--- src/logic/swd_consts.vh ---
`ifndef SWD_CONSTS_VH
`define SWD_CONSTS_VH

// ****************************************************************
// Clock and time base
// ****************************************************************
`define SWD_CLK_MHZ      250
`define SWD_TICK_US      1000

// ****************************************************************
// APB register offsets
// ****************************************************************
`define SWD_AW           8
`define SWD_A_CFG        8'h00
`define SWD_A_BLOCK      8'h04
`define SWD_A_SWITCH     8'h08
`define SWD_A_STATUS     8'h0C
`define SWD_A_OBJNUM     8'h10

// ****************************************************************
// Configuration fields and reset value
// ****************************************************************
`define SWD_CFG_W        24
`define SWD_F_LONG       4:0
`define SWD_F_REP        9:5
`define SWD_F_DEB        12:10
`define SWD_F_SHORT      14:13
`define SWD_F_DIR        17:15
`define SWD_F_MODE       18
`define SWD_F_STEP       21:19
`define SWD_F_CONTACT    22
`define SWD_F_ONLYDIM    23
`define SWD_CFG_RST      24'h01_4063

// ****************************************************************
// Encodings
// ****************************************************************
`define SWD_SH_ON        2'h0
`define SWD_SH_OFF       2'h1
`define SWD_SH_TOGGLE    2'h2
`define SWD_DIR_BRIGHT   3'h0
`define SWD_DIR_DARK     3'h1
`define SWD_DIR_ALT      3'h2
`define SWD_DIR_ALT_BON  3'h3
`define SWD_DIR_ALT_DON  3'h4
`define SWD_DIM_STOP     4'h0
`define SWD_STEP_FULL    3'h1
`define SWD_STEP_MAX     3'h7
`define SWD_UP           1'b1

// ****************************************************************
// Object numbering
// ****************************************************************
`define SWD_OBJ_FIRST    7'h0A
`define SWD_OBJ_STRIDE   7'h0A
`define SWD_OBJ_BLOCK    7'h00
`define SWD_OBJ_SWITCH   7'h01
`define SWD_OBJ_DIM      7'h02

`endif

--- src/logic/swd_tick.v ---
`timescale 1ns/100ps
`default_nettype none

module swd_tick #(
    parameter integer TICK_CYC = 250000
) (
    input  wire        pclk,
    input  wire        presetn,
    output reg         tick_r
);

    reg  [31:0] cnt_r;

    always @(posedge pclk or negedge presetn) begin
        if (!presetn) begin
            cnt_r  <= 32'h0000_0000;
            tick_r <= 1'b0;
        end else if (cnt_r == TICK_CYC - 1) begin
            cnt_r  <= 32'h0000_0000;
            tick_r <= 1'b1;
        end else begin
            cnt_r  <= cnt_r + 32'h0000_0001;
            tick_r <= 1'b0;
        end
    end

endmodule // swd_tick

`default_nettype wire

--- src/logic/swd_debounce.v ---
`timescale 1ns/100ps
`default_nettype none

module swd_debounce (
    input  wire        pclk,
    input  wire        presetn,
    input  wire        tick,
    input  wire        en,
    input  wire [2:0]  deb_sel,
    input  wire        din,
    output reg         lvl_r,
    output reg         rdy_r
);

    reg  [7:0]  hold_r;

    function [7:0] deb_ms;
        input [2:0] sel;
        begin
            case (sel)
                3'h0:    deb_ms = 8'h0A;
                3'h1:    deb_ms = 8'h14;
                3'h2:    deb_ms = 8'h1E;
                3'h3:    deb_ms = 8'h32;
                3'h4:    deb_ms = 8'h46;
                3'h5:    deb_ms = 8'h64;
                default: deb_ms = 8'h96;
            endcase
        end
    endfunction

    // The first edge passes at once; the hold window then masks the pin.
    // One extra tick is loaded so a partial first millisecond never
    // shortens the window. While disabled the pin and window freeze.
    always @(posedge pclk or negedge presetn) begin
        if (!presetn) begin
            lvl_r  <= 1'b0;
            rdy_r  <= 1'b0;
            hold_r <= 8'h00;
        end else if (!rdy_r) begin
            lvl_r  <= din;
            rdy_r  <= 1'b1;
        end else if (en) begin
            if (hold_r == 8'h00) begin
                if (din != lvl_r) begin
                    lvl_r  <= din;
                    hold_r <= deb_ms(deb_sel) + 8'h01;
                end
            end else if (tick) begin
                hold_r <= hold_r - 8'h01;
            end
        end
    end

endmodule // swd_debounce

`default_nettype wire

--- src/logic/swd_sensor.v ---
// Function
// - Press is long after selectable 0.3 to 10 s threshold, else short.
// - Short press sends ON, OFF, toggled value, or nothing.
// - Fixed direction setting always dims brighter or always darker.
// - Alternating setting sends opposite of last dimming direction.
// - Brighter-after-ON setting dims brighter first after an ON.
// - Darker-after-ON setting dims darker first after an ON.
// - Start/stop mode sends direction at long start, stop at release.
// - Dim code: stop 0000/1000, darker 0001, brighter 1001.
// - Stepwise mode repeats telegrams during long press, stops at release.
// - Stepwise telegram carries selectable step 100 down to 1.56 percent.
// - Stepwise repeat interval selectable 0.3 to 10 s.
// - Blocked input ignores pin, freezes timing, pauses stepping.
// - Switch object stays writable while blocked.
// - On unblock a changed level is processed at once.
// - Block does not affect manual operation.
// - Switch object bus-writable; write feeds toggle and stops stepping.
// - Input n owns object numbers ten per input, from 10 to 89.
// - Long press makes the 4-bit dim object transmit.
// - React to edge at once, then ignore edges for debounce time.
// - Contact type picks closing or opening as actuation.
// - Dim-and-switch splits short/long; dim-only dims at once.
// - Single-button dimming sends brighter while switch value is 0.
//
// The placing of the registers and the APB register port were decided locally.
`timescale 1ns/100ps
`default_nettype none
`include "swd_consts.vh"

module swd_sensor #(
    parameter [2:0]    INPUT_NUM = 3'h0,
    parameter integer  TICK_CYC  = `SWD_TICK_US * `SWD_CLK_MHZ
) (
    input  wire        pclk,
    input  wire        presetn,
    input  wire        psel,
    input  wire        penable,
    input  wire        pwrite,
    input  wire [7:0]  paddr,
    input  wire [31:0] pwdata,
    output reg  [31:0] prdata,
    output wire        pready,
    output wire        pslverr,
    input  wire        pin_in,
    input  wire        manual_en,
    input  wire        manual_act,
    output reg         tx_sw_stb_r,
    output reg         tx_sw_val_r,
    output reg         tx_dim_stb_r,
    output reg  [3:0]  tx_dim_val_r,
    output reg  [6:0]  tx_obj_r
);

    // ************************************************************
    // States and object numbers
    // ************************************************************
    localparam [1:0] ST_IDLE  = 2'h0;
    localparam [1:0] ST_PRESS = 2'h1;
    localparam [1:0] ST_DIM   = 2'h2;
    localparam [1:0] ST_HOLD  = 2'h3;

    localparam [6:0] OBJ_BASE = `SWD_OBJ_FIRST
                              + `SWD_OBJ_STRIDE * {4'h0, INPUT_NUM};
    localparam [6:0] OBJ_BLK  = OBJ_BASE + `SWD_OBJ_BLOCK;
    localparam [6:0] OBJ_SW   = OBJ_BASE + `SWD_OBJ_SWITCH;
    localparam [6:0] OBJ_DIM  = OBJ_BASE + `SWD_OBJ_DIM;

    reg  [`SWD_CFG_W-1:0] cfg_r;
    reg         blk_r;
    reg         sw_r;
    reg         last_dir_r;
    reg         after_on_r;
    reg  [1:0]  state_r;
    reg  [13:0] ms_r;
    reg         act_prev_r;
    reg         armed_r;
    reg  [3:0]  last_dim_r;

    wire        tick;
    wire        phys_lvl;
    wire        phys_rdy;

    // ************************************************************
    // Time lookup
    // ************************************************************
    function [13:0] sel_ms;
        input [4:0] sel;
        begin
            case (sel)
                5'h00:   sel_ms = 14'h012C;
                5'h01:   sel_ms = 14'h0190;
                5'h02:   sel_ms = 14'h01F4;
                5'h03:   sel_ms = 14'h0258;
                5'h04:   sel_ms = 14'h0320;
                5'h05:   sel_ms = 14'h03E8;
                5'h06:   sel_ms = 14'h04B0;
                5'h07:   sel_ms = 14'h05DC;
                5'h08:   sel_ms = 14'h07D0;
                5'h09:   sel_ms = 14'h0BB8;
                5'h0A:   sel_ms = 14'h0FA0;
                5'h0B:   sel_ms = 14'h1388;
                5'h0C:   sel_ms = 14'h1770;
                5'h0D:   sel_ms = 14'h1B58;
                5'h0E:   sel_ms = 14'h1F40;
                5'h0F:   sel_ms = 14'h2328;
                default: sel_ms = 14'h2710;
            endcase
        end
    endfunction

    // ************************************************************
    // Time base and debounced pin
    // ************************************************************
    swd_tick #(
        .TICK_CYC (TICK_CYC)
    ) u_tick (
        .pclk     (pclk),
        .presetn  (presetn),
        .tick_r   (tick)
    );

    // Blocking detaches the terminals from the evaluation, so the pin
    // level freezes and a changed level shows as an edge on release.
    swd_debounce u_deb (
        .pclk     (pclk),
        .presetn  (presetn),
        .tick     (tick),
        .en       (~blk_r),
        .deb_sel  (cfg_r[`SWD_F_DEB]),
        .din      (pin_in),
        .lvl_r    (phys_lvl),
        .rdy_r    (phys_rdy)
    );

    // ************************************************************
    // Actuation and events
    // ************************************************************
    wire phys_act = phys_lvl ^ cfg_r[`SWD_F_CONTACT];
    wire act      = manual_en ? manual_act : phys_act;
    wire susp     = blk_r & ~manual_en;
    wire press    = armed_r & act & ~act_prev_r;
    wire unpress  = armed_r & ~act & act_prev_r;
    wire run_tick = tick & ~susp;

    wire [13:0] long_ms = sel_ms(cfg_r[`SWD_F_LONG]);
    wire [13:0] rep_ms  = sel_ms(cfg_r[`SWD_F_REP]);
    wire [13:0] ms_inc  = ms_r + 14'h0001;
    wire        step_md = cfg_r[`SWD_F_MODE];
    wire [2:0]  dir_md  = cfg_r[`SWD_F_DIR];
    wire [2:0]  step_ix = cfg_r[`SWD_F_STEP];

    // Index 0 is the full step; each higher index up to 6 halves it, and 7 gives the same step as 6.
    wire [2:0]  step_cd = (step_ix == `SWD_STEP_MAX) ? `SWD_STEP_MAX
                        : step_ix + `SWD_STEP_FULL;
    wire [2:0]  amount  = step_md ? step_cd
                                  : `SWD_STEP_FULL;

    reg         new_dir;
    always @* begin
        case (dir_md)
            `SWD_DIR_BRIGHT: new_dir = `SWD_UP;
            `SWD_DIR_DARK:   new_dir = ~`SWD_UP;
            `SWD_DIR_ALT_BON:
                new_dir = after_on_r ? `SWD_UP
                        : (~sw_r | ~last_dir_r);
            `SWD_DIR_ALT_DON:
                new_dir = after_on_r ? ~`SWD_UP
                        : (~sw_r | ~last_dir_r);
            default:
                new_dir = ~sw_r | ~last_dir_r;
        endcase
    end

    wire [3:0]  start_val = {new_dir, amount};
    wire [3:0]  rep_val   = {last_dir_r, amount};

    // ************************************************************
    // APB slave
    // ************************************************************
    wire setup  = psel & ~penable;
    wire access = psel & penable;
    wire a_cfg  = paddr == `SWD_A_CFG;
    wire a_blk  = paddr == `SWD_A_BLOCK;
    wire a_sw   = paddr == `SWD_A_SWITCH;
    wire a_stat = paddr == `SWD_A_STATUS;
    wire a_obj  = paddr == `SWD_A_OBJNUM;
    wire a_rw   = a_cfg | a_blk | a_sw;
    wire a_ok   = a_rw | ((a_stat | a_obj) & ~pwrite);
    wire wr     = access & pwrite & a_ok;

    assign pready  = 1'b1;
    assign pslverr = access & ~a_ok;

    // Read data is captured in the setup cycle, so every access phase
    // completes in one cycle with data already on a flip-flop.
    always @(posedge pclk or negedge presetn) begin
        if (!presetn) begin
            prdata <= 32'h0000_0000;
        end else if (setup) begin
            case (1'b1)
                a_cfg:  prdata <= {8'h00, cfg_r};
                a_blk:  prdata <= {31'h0000_0000, blk_r};
                a_sw:   prdata <= {31'h0000_0000, sw_r};
                a_stat: prdata <= {22'h00_0000, last_dim_r, after_on_r,
                                   last_dir_r, state_r, susp, act};
                a_obj:  prdata <= {8'h00, 1'b0, OBJ_DIM, 1'b0, OBJ_SW,
                                   1'b0, OBJ_BLK};
                default: prdata <= 32'h0000_0000;
            endcase
        end
    end

    always @(posedge pclk or negedge presetn) begin
        if (!presetn) begin
            cfg_r <= `SWD_CFG_RST;
            blk_r <= 1'b0;
        end else if (wr) begin
            if (a_cfg)
                cfg_r <= pwdata[`SWD_CFG_W-1:0];
            if (a_blk)
                blk_r <= pwdata[0];
        end
    end

    // ************************************************************
    // Press evaluation and telegrams
    // ************************************************************
    wire sw_wr = wr & a_sw;

    always @(posedge pclk or negedge presetn) begin
        if (!presetn) begin
            armed_r      <= 1'b0;
            act_prev_r   <= 1'b0;
            state_r      <= ST_IDLE;
            ms_r         <= 14'h0000;
            sw_r         <= 1'b0;
            last_dir_r   <= 1'b0;
            after_on_r   <= 1'b0;
            last_dim_r   <= `SWD_DIM_STOP;
            tx_sw_stb_r  <= 1'b0;
            tx_sw_val_r  <= 1'b0;
            tx_dim_stb_r <= 1'b0;
            tx_dim_val_r <= `SWD_DIM_STOP;
            tx_obj_r     <= 7'h00;
        end else begin
            armed_r      <= phys_rdy;
            act_prev_r   <= act;
            tx_sw_stb_r  <= 1'b0;
            tx_dim_stb_r <= 1'b0;
            // A bus write updates the value and after_on_r, halts stepwise repeats, and sends nothing.
            if (sw_wr) begin
                sw_r       <= pwdata[0];
                after_on_r <= pwdata[0];
            end
            case (state_r)
                ST_IDLE: begin
                    ms_r <= 14'h0000;
                    if (press) begin
                        if (cfg_r[`SWD_F_ONLYDIM]) begin
                            state_r      <= ST_DIM;
                            last_dir_r   <= new_dir;
                            after_on_r   <= 1'b0;
                            last_dim_r   <= start_val;
                            tx_dim_stb_r <= 1'b1;
                            tx_dim_val_r <= start_val;
                            tx_obj_r     <= OBJ_DIM;
                        end else begin
                            state_r <= ST_PRESS;
                        end
                    end
                end
                ST_PRESS: begin
                    if (unpress) begin
                        state_r <= ST_IDLE;
                        if (cfg_r[`SWD_F_SHORT] != 2'h3) begin
                            tx_sw_stb_r <= 1'b1;
                            tx_obj_r    <= OBJ_SW;
                        end
                        case (cfg_r[`SWD_F_SHORT])
                            `SWD_SH_ON: begin
                                sw_r        <= 1'b1;
                                tx_sw_val_r <= 1'b1;
                                after_on_r  <= 1'b1;
                            end
                            `SWD_SH_OFF: begin
                                sw_r        <= 1'b0;
                                tx_sw_val_r <= 1'b0;
                                after_on_r  <= 1'b0;
                            end
                            `SWD_SH_TOGGLE: begin
                                sw_r        <= ~sw_r;
                                tx_sw_val_r <= ~sw_r;
                                after_on_r  <= ~sw_r;
                            end
                            default: ;
                        endcase
                    end else if (run_tick) begin
                        if (ms_inc >= long_ms) begin
                            state_r      <= ST_DIM;
                            ms_r         <= 14'h0000;
                            last_dir_r   <= new_dir;
                            after_on_r   <= 1'b0;
                            last_dim_r   <= start_val;
                            tx_dim_stb_r <= 1'b1;
                            tx_dim_val_r <= start_val;
                            tx_obj_r     <= OBJ_DIM;
                        end else begin
                            ms_r <= ms_inc;
                        end
                    end
                end
                ST_DIM: begin
                    if (unpress) begin
                        state_r <= ST_IDLE;
                        if (!step_md) begin
                            last_dim_r   <= `SWD_DIM_STOP;
                            tx_dim_stb_r <= 1'b1;
                            tx_dim_val_r <= `SWD_DIM_STOP;
                            tx_obj_r     <= OBJ_DIM;
                        end
                    end else if (step_md && sw_wr) begin
                        state_r <= ST_HOLD;
                    end else if (step_md && run_tick) begin
                        if (ms_inc >= rep_ms) begin
                            ms_r         <= 14'h0000;
                            last_dim_r   <= rep_val;
                            tx_dim_stb_r <= 1'b1;
                            tx_dim_val_r <= rep_val;
                            tx_obj_r     <= OBJ_DIM;
                        end else begin
                            ms_r <= ms_inc;
                        end
                    end
                end
                ST_HOLD: begin
                    if (unpress)
                        state_r <= ST_IDLE;
                end
                default: state_r <= ST_IDLE;
            endcase
        end
    end

endmodule // swd_sensor

`default_nettype wire

--- config.mk ---
export PLATFORM = sky130hd
export DESIGN_NAME = swd_sensor
export DESIGN_NICKNAME = d
export VERILOG_FILES = /design/src/logic/swd_tick.v /design/src/logic/swd_debounce.v /design/src/logic/swd_sensor.v
export VERILOG_INCLUDE_DIRS = /design/src /design/src/logic
export SDC_FILE = /design/constraint.sdc
export NUM_CORES = 1
export LEC_CHECK = 0
export BUFFER_PORTS_ARGS = -buffer_cell sky130_fd_sc_hd__buf_2
export CORE_UTILIZATION = 48
export CTS_CLUSTER_DIAMETER = 100
export DETAILED_ROUTE_END_ITERATION = 10
export PLACE_DENSITY = 0.7
export SYNTH_ARGS = -nofsm -noshare
export SYNTH_HDL_FRONTEND = slang
export SYNTH_SLANG_ARGS = --single-unit
--- constraint.sdc ---
create_clock -name pclk -period 4.2 [get_ports pclk]
set_clock_uncertainty 0.1 [all_clocks]
set_input_delay 0 -clock pclk [delete_from_list [all_inputs] [get_ports pclk]]
set_output_delay 0 -clock pclk [all_outputs]
set_load 0.1 [all_outputs]
Word-level counts from Yosys, hierarchy flattened
Memories as Yosys holds them, arrays and structs flattened.
Index checks and enable logic that the tools add are counted.
{ "classes": {"addsub": 5, "magnitude_cmp": 2, "n_eq_ne": 42, "muxes": 100, "bitwise": 29, "reduce_logical": 22} }
{ "op_table": {"columns": ["operator", "count"], "rows": [
  ["$mux 14", 9],
  ["$mux 20", 4],
  ["$mux 7", 11],
  ["$mux 8", 7],
  ["$pmux 8 s6", 1],
  ["$pmux 14 s3", 1],
  ["$mux 4", 10],
  ["$mux 1", 35],
  ["$add 32x1->32 const B", 1],
  ["$eq 32x18->1 const B", 1],
  ["$mux 32", 1],
  ["$ge 14x14->1", 2],
  ["$ne 2x2->1 const B", 14],
  ["$mux 24", 1],
  ["$ne 3x3->1 const B", 8],
  ["$pmux 7 s3", 1],
  ["$reduce_and 10->1", 2],
  ["$eq 8x4->1 const B", 2],
  ["$logic_not 8->1", 2],
  ["$mux 2", 8],
  ["$add 14x1->14 const B", 1],
  ["$and 1x1->1", 13],
  ["$eq 3x3->1 const B", 4],
  ["$pmux 1 s3", 4],
  ["other kinds (28)", 57]
]} }
{ "totals": {"regBits": 135, "rom_bits": 384, "output_inout_bits": 48, "word_cells": 222, "n_memories": 2} }
{ "mem_list": {"columns": ["memory", "words", "width", "rd", "rd_clocked_by_memory_dff", "write_ports", "line_no", "source"], "rows": [
  ["(no name shown)", 16, 12, 1, 0, 0, "swd_sensor.v:89", "case (sel)"],
  ["(no name shown)", 16, 12, 1, 0, 0, "swd_sensor.v:89", null]
]} }

Logic depth before layout (Yosys ltp)
{ "depth": {"ltp_word": 11, "mapped_depth": 16} }

Modules after synthesis
Synthesis repeated with hierarchy kept, for this count alone.
{ "unflattened": {"cells_unflattened": 803, "area_unflattened_um2": 7536.0} }
{ "by_module_without_submodules": {"columns": ["mod", "instances", "cells_each", "area_per_inst_um2", "seq_area_each_um2"], "rows": [
  ["swd_sensor", 1, 580, 5257.5, 2009.4],
  ["swd_tick", 1, 151, 1610.3, 825.8],
  ["swd_debounce", 1, 72, 668.1, 250.2]
]} }

Worst setup path after synthesis
OpenSTA, ideal clock, no wires.
{ "synth_timing": {"path_type": "register to register", "startpoint": "register ms_r[0]", "endpoint": "register tx_obj_r[2]", "setup_ns": 0.128, "t_arrival_ns": 3.098, "t_required_ns": 3.972, "slack_ns": 0.874, "path_stages_with_launch": 14, "path_buffers": 0, "synth_period_minus_slack_ns": 3.326, "cell_sequence": "dfrtp_1 -> ha_1 -> nand3_4 -> nor2_1 -> and3_1 -> xor2_1 -> ha_1 -> nand4_1 -> o221ai_1 -> o21ai_0 -> a211oi_1 -> nor2_1 -> or3_4 -> mux2_1"} }
{ "synth_between": {"elab_chain_cells": 4, "elab_cells_between_ends": 6} }
{ "synth_rtl": {"columns": ["item", "line_no", "source"], "rows": [
  ["start, declared", "swd_sensor.v:74", "reg [13:0] ms_r;"],
  ["start signal, assigned", "swd_sensor.v:308", "ms_r <= ms_inc;"],
  ["start signal, assigned", "swd_sensor.v:331", "ms_r <= ms_inc;"],
  ["$add 14x1->14 (*)", "swd_sensor.v:147", "wire [13:0] ms_inc = ms_r + 14'h0001;"],
  ["$ge 14x14->1 (on tied branches)", "swd_sensor.v:298, swd_sensor.v:324", null],
  ["$ne 3x3->1 (no line)", null, null],
  ["$reduce_and 10->1 (no line) (*)", null, null],
  ["end signal, assigned", "swd_sensor.v:306", "tx_obj_r <= OBJ_DIM;"],
  ["end signal, assigned", "swd_sensor.v:319", "tx_obj_r <= OBJ_DIM;"],
  ["end signal, assigned", "swd_sensor.v:329", "tx_obj_r <= OBJ_DIM;"],
  ["end, declared", "swd_sensor.v:51", "output reg [6:0] tx_obj_r"]
]} }
Every way passes the cells marked *; elsewhere a longest branch is shown, timed or not.
A chain may end at the register's enable or synchronous reset.

Worst setup path in the final report
Same ends and word-level chain as after synthesis.

==> flow_summary.yaml <==
routing:
  via_per_inst: 5.528
  drtAntennaViolNets: 0
  postRouteWirelength_um: 17080
  drcViolationCount: 4
  dr.pass1.iters: 11
  vias: 5882
  route.detailed.wl_per_inst_um: 16.05
  initial_drc_count: 317
setup_path:
  reg2reg_slack_ps: 220
  critical_path_launch_point: "ms_r[0]$_DFFE_PN0P_"
  crit-reg2reg-launch: "ms_r[0]$_DFFE_PN0P_"
  path_cells: "ha_1 > nand3_4 > nor2_1 > and3_1 > xor2_1 > ha_1 > nand4_1 > nor2_1 > o31a_1 > o21ai_0 > a211oi_1 > nor2_1 > or3_4 > mux2_1"
  crit_fanout: 7
  critPathCaptureType: "flop"
  slowest_cell_on_crit_path: "dfrtp_1"
  ff2ff_path_depth: 14
  crit_path_end: "tx_obj_r[2]$_DFFE_PN0P_"
  worstReg2RegEnd: "tx_obj_r[2]$_DFFE_PN0P_"
  slowest_delay_ps: 410
  critical-path-top-cell-by-count: "nor2_1"
  worstSetupPathType: "flop to flop"
  worstPathArrival_ps: 4190
  critical_path_required_ps: 4410
  setup.worst_path.start_class: "flop"
logic_synthesis:
  yosysWarnings: 0
  syn_inst: 772
  ys_seq_elements: 123
  synth-edff-count: 0
  synth-seq-area-share_pct: 42.24
  netlist.area_leader.share_pct: 40.08
  yosysUniqueCellTypes: 75
  postSynth.topFlopCell: "dfrtp_1"
  muxShareOfSynthArea_pct: 6.047
  yosys-top-cells-area: "dfrtp_1 40%, ha_1 7.5%, nand2_1 5.3%"
  synthArstFlopShare_pct: 100.0
  post_synth_fa_ha_maj_area_fraction_pct: 7.537
  main_combinational_cell_family_by_area_after_synthesis: "simple AND/OR/NAND/NOR gates"
  synth.largest_area_cell: "dfrtp_1"
  synth_compound_area_share_pct: 14.17
  synth-simple-area-share_pct: 19.90
  postSynthAreaPerCell_sq_um: 9.462
  synth_area_sq_um: 7305
  yosys.area_share.xor_xnor_pct: 5.584
cts:
  cts_inserted_buffers: 17
  clock_tree_buf_depth: 2
  htree_num_levels: 4
  cts_root_buf: "clkbuf_16"
  tritoncts: "done"
  clkTransAtPathRegs_ps: 60
  clk_latency_ps: 430
  cts_sinks: 123
sta:
  period_share_pct: 94.86
  tightestPinTransition_ps: 1139
  timing.final.max_slew_violations: 0
  worst_rel_slew_slack_pct: 23.89
  layout_min_cycle_time_ps: 3984
  worst_hold_slack_ps: 50.47
  fmax_ghz: 0.2510
  rsz0062_at_grt: "yes"
  setup_violations: 0
  hold_violations: 0
global_route:
  maximum_number_of_pins_on_one_net_before_global_route_repair: 55
  grt_pass1_vias: 5802
  wire_length_of_the_first_global_routing_pass_um: 28960
  global_route.overflow_total: 0
  track_usage_pct: 23.43
  grt_antenna_before_repair: 0
placement:
  place.detailed.hpwl_um: 12050
  placed_cells_incl_taps: 1001
  detailed_place.area_sq_um: 7774
  final_wtd_congestion: 0.8891
  placement.io_buffers: 75
run_status:
  outcome: "finished with violations"
  violations: "design-rule violations"
final_layout:
  final_common_cell: "dfrtp_1"
  layout.area.seq_sq_um: 3085
  num-fill-cells: 1258
  design.final.nets: 959
  layout_common_cells: "117 x dfrtp_1, 103 x nand2_1, 74 x buf_2, 62 x nor2_1, 44 x ha_1"
  multi_input_area_sq_um: 3944
  n_antenna_cell: 0
  final_area_sq_um: 8668
  finalNonFillerCells: 1064
  layout-drive-gt1-share_pct: 19.20
  flow.area_growth_from_synthesis_pct: 18.67
floorplanning:
  floorplan.initialDensity_pct: 49.69
  total_core_area_sq_um: 14700
  floorplan.die.width_um: 125.4
  rows: 44
  ioPinCount: 96
  die_y_um: 125.4
  die_outline_area_sq_um: 15720
power:
  power.ir.vdd_worst_mv: 0.3454
  p_leak_nw: 4.093
  power_density_nw_per_um2: 409.3
hold_path:
  hold_path.class: "primary input to flop"
job:
  drv.max_cap_violation_count: 0
metrics by stage:
stage	setup slack, ps	total power (W)	utilization (%)	setup TNS, ps
final	215.7	0.003548	58.97	0
after CTS	258.8	0.003574	58.93	0
after global placement	384.0	0.002132	52.89	0
after detailed placement	289.6	0.002137	52.89	0
after floorplan	873.8	0.001951	-	0
after global routing	-98.74	0.003705	58.97	-380.1
cell families after synthesis:
family          after synthesis
compound gates              154
xor+xnor                     45
fa+ha+maj                    44
buf+inv                      71
flops                       123
mux                          39
other cells                   2
simple gates                294
routing by layer:
metal | up-vias | share of wire [%] | GRT usage, %
met5 | - | 0 | 0
met4 | 0 | 1.7 | 7.747
met1 | 2843 | 46 | 30.44
met3 | 22 | 4.2 | 5.777
met2 | 111 | 48 | 38.38
li1 | 2906 | - | -
layout make-up:
cell class                      instances  area share, %
Clock buffer                           17          4.908
Clock inverter                         15          1.761
Sequential cell                       123          35.59
Inverter                               22         0.9527
Multi-Input combinational cell        589          45.50
Tap cell                              184          2.656
Timing Repair Buffer                  114          8.632
synth_stat cells (4+ instances only):
master / n
o311ai_0: 4
nand2_1: 103
nand2b_1: 13
nor4_1: 5
and2_1: 4
inv_1: 22
a32o_1: 4
nor3_1: 13
buf_4: 13
and4_1: 7
dfstp_2: 6
xor2_1: 15
nor2b_1: 9
a221oi_1: 12
buf_2: 6
o22ai_1: 4
o21ai_0: 40
nand4_1: 7
o21a_1: 5
dfrtp_1: 117
o211ai_1: 6
nor2_1: 62
mux2_2: 29
ha_1: 44
a22o_1: 9
mux2i_1: 7
xnor2_1: 29
clkbuf_1: 28
a21oi_1: 33
a31oi_1: 8
and3_1: 16
nand3_1: 30
or3_1: 6
o31ai_1: 4
sequential cells by signal (all words and copies together) (netlist names), 2 cells and up:
| register | flops |
|---|---|
| tx_obj_r | 3 |
| state_r | 2 |
| prdata | 24 |
| u_tick.cnt_r | 32 |
| u_deb.hold_r | 8 |
| last_dim_r | 4 |
| ms_r | 14 |
| cfg_r | 24 |
worst min path at each step:
stage,slack [ps],cells after the start,endpoint,startpoint
3_5_place_dp,6,1,tx_dim_stb_r$_DFF_PN0_,presetn
2_1_floorplan,-400,0,act_prev_r$_DFF_PN0_,presetn
4_1_cts,30,4,prdata[0]$_DFFE_PN0P_,paddr[0]
5_1_grt,60,4,prdata[0]$_DFFE_PN0P_,paddr[0]
3_3_place_gp,2,1,tx_dim_stb_r$_DFF_PN0_,presetn
6_report,50,4,prdata[0]$_DFFE_PN0P_,paddr[0]
report_power, final:
part / switching [W] / internal, W
registers: 0.0000550 / 0.00124
clock network: 0.000623 / 0.000787
logic: 0.000616 / 0.000223
total: 0.00129 / 0.00225
worst max-delay path, delay by kind of cell, from the launching register on:
family / cells / cell delay (ps)
simple gates: 7 / 1430
compound gates: 3 / 790
fa+ha+maj: 2 / 530
flops: 1 / 410
mux: 1 / 320
xor+xnor: 1 / 280
timing repair:
| item | 4_1_cts | 5_1_grt |
|---|---|---|
| hold buffers | 31 | 0 |
| setup buffers | 0 | 0 |
| endpoints found under the hold margin | 87 | 0 |
| setup endpoints to repair | 0 | 8 |
| gates resized for setup | 0 | 1 |
(Power assumes the default switching activity.)
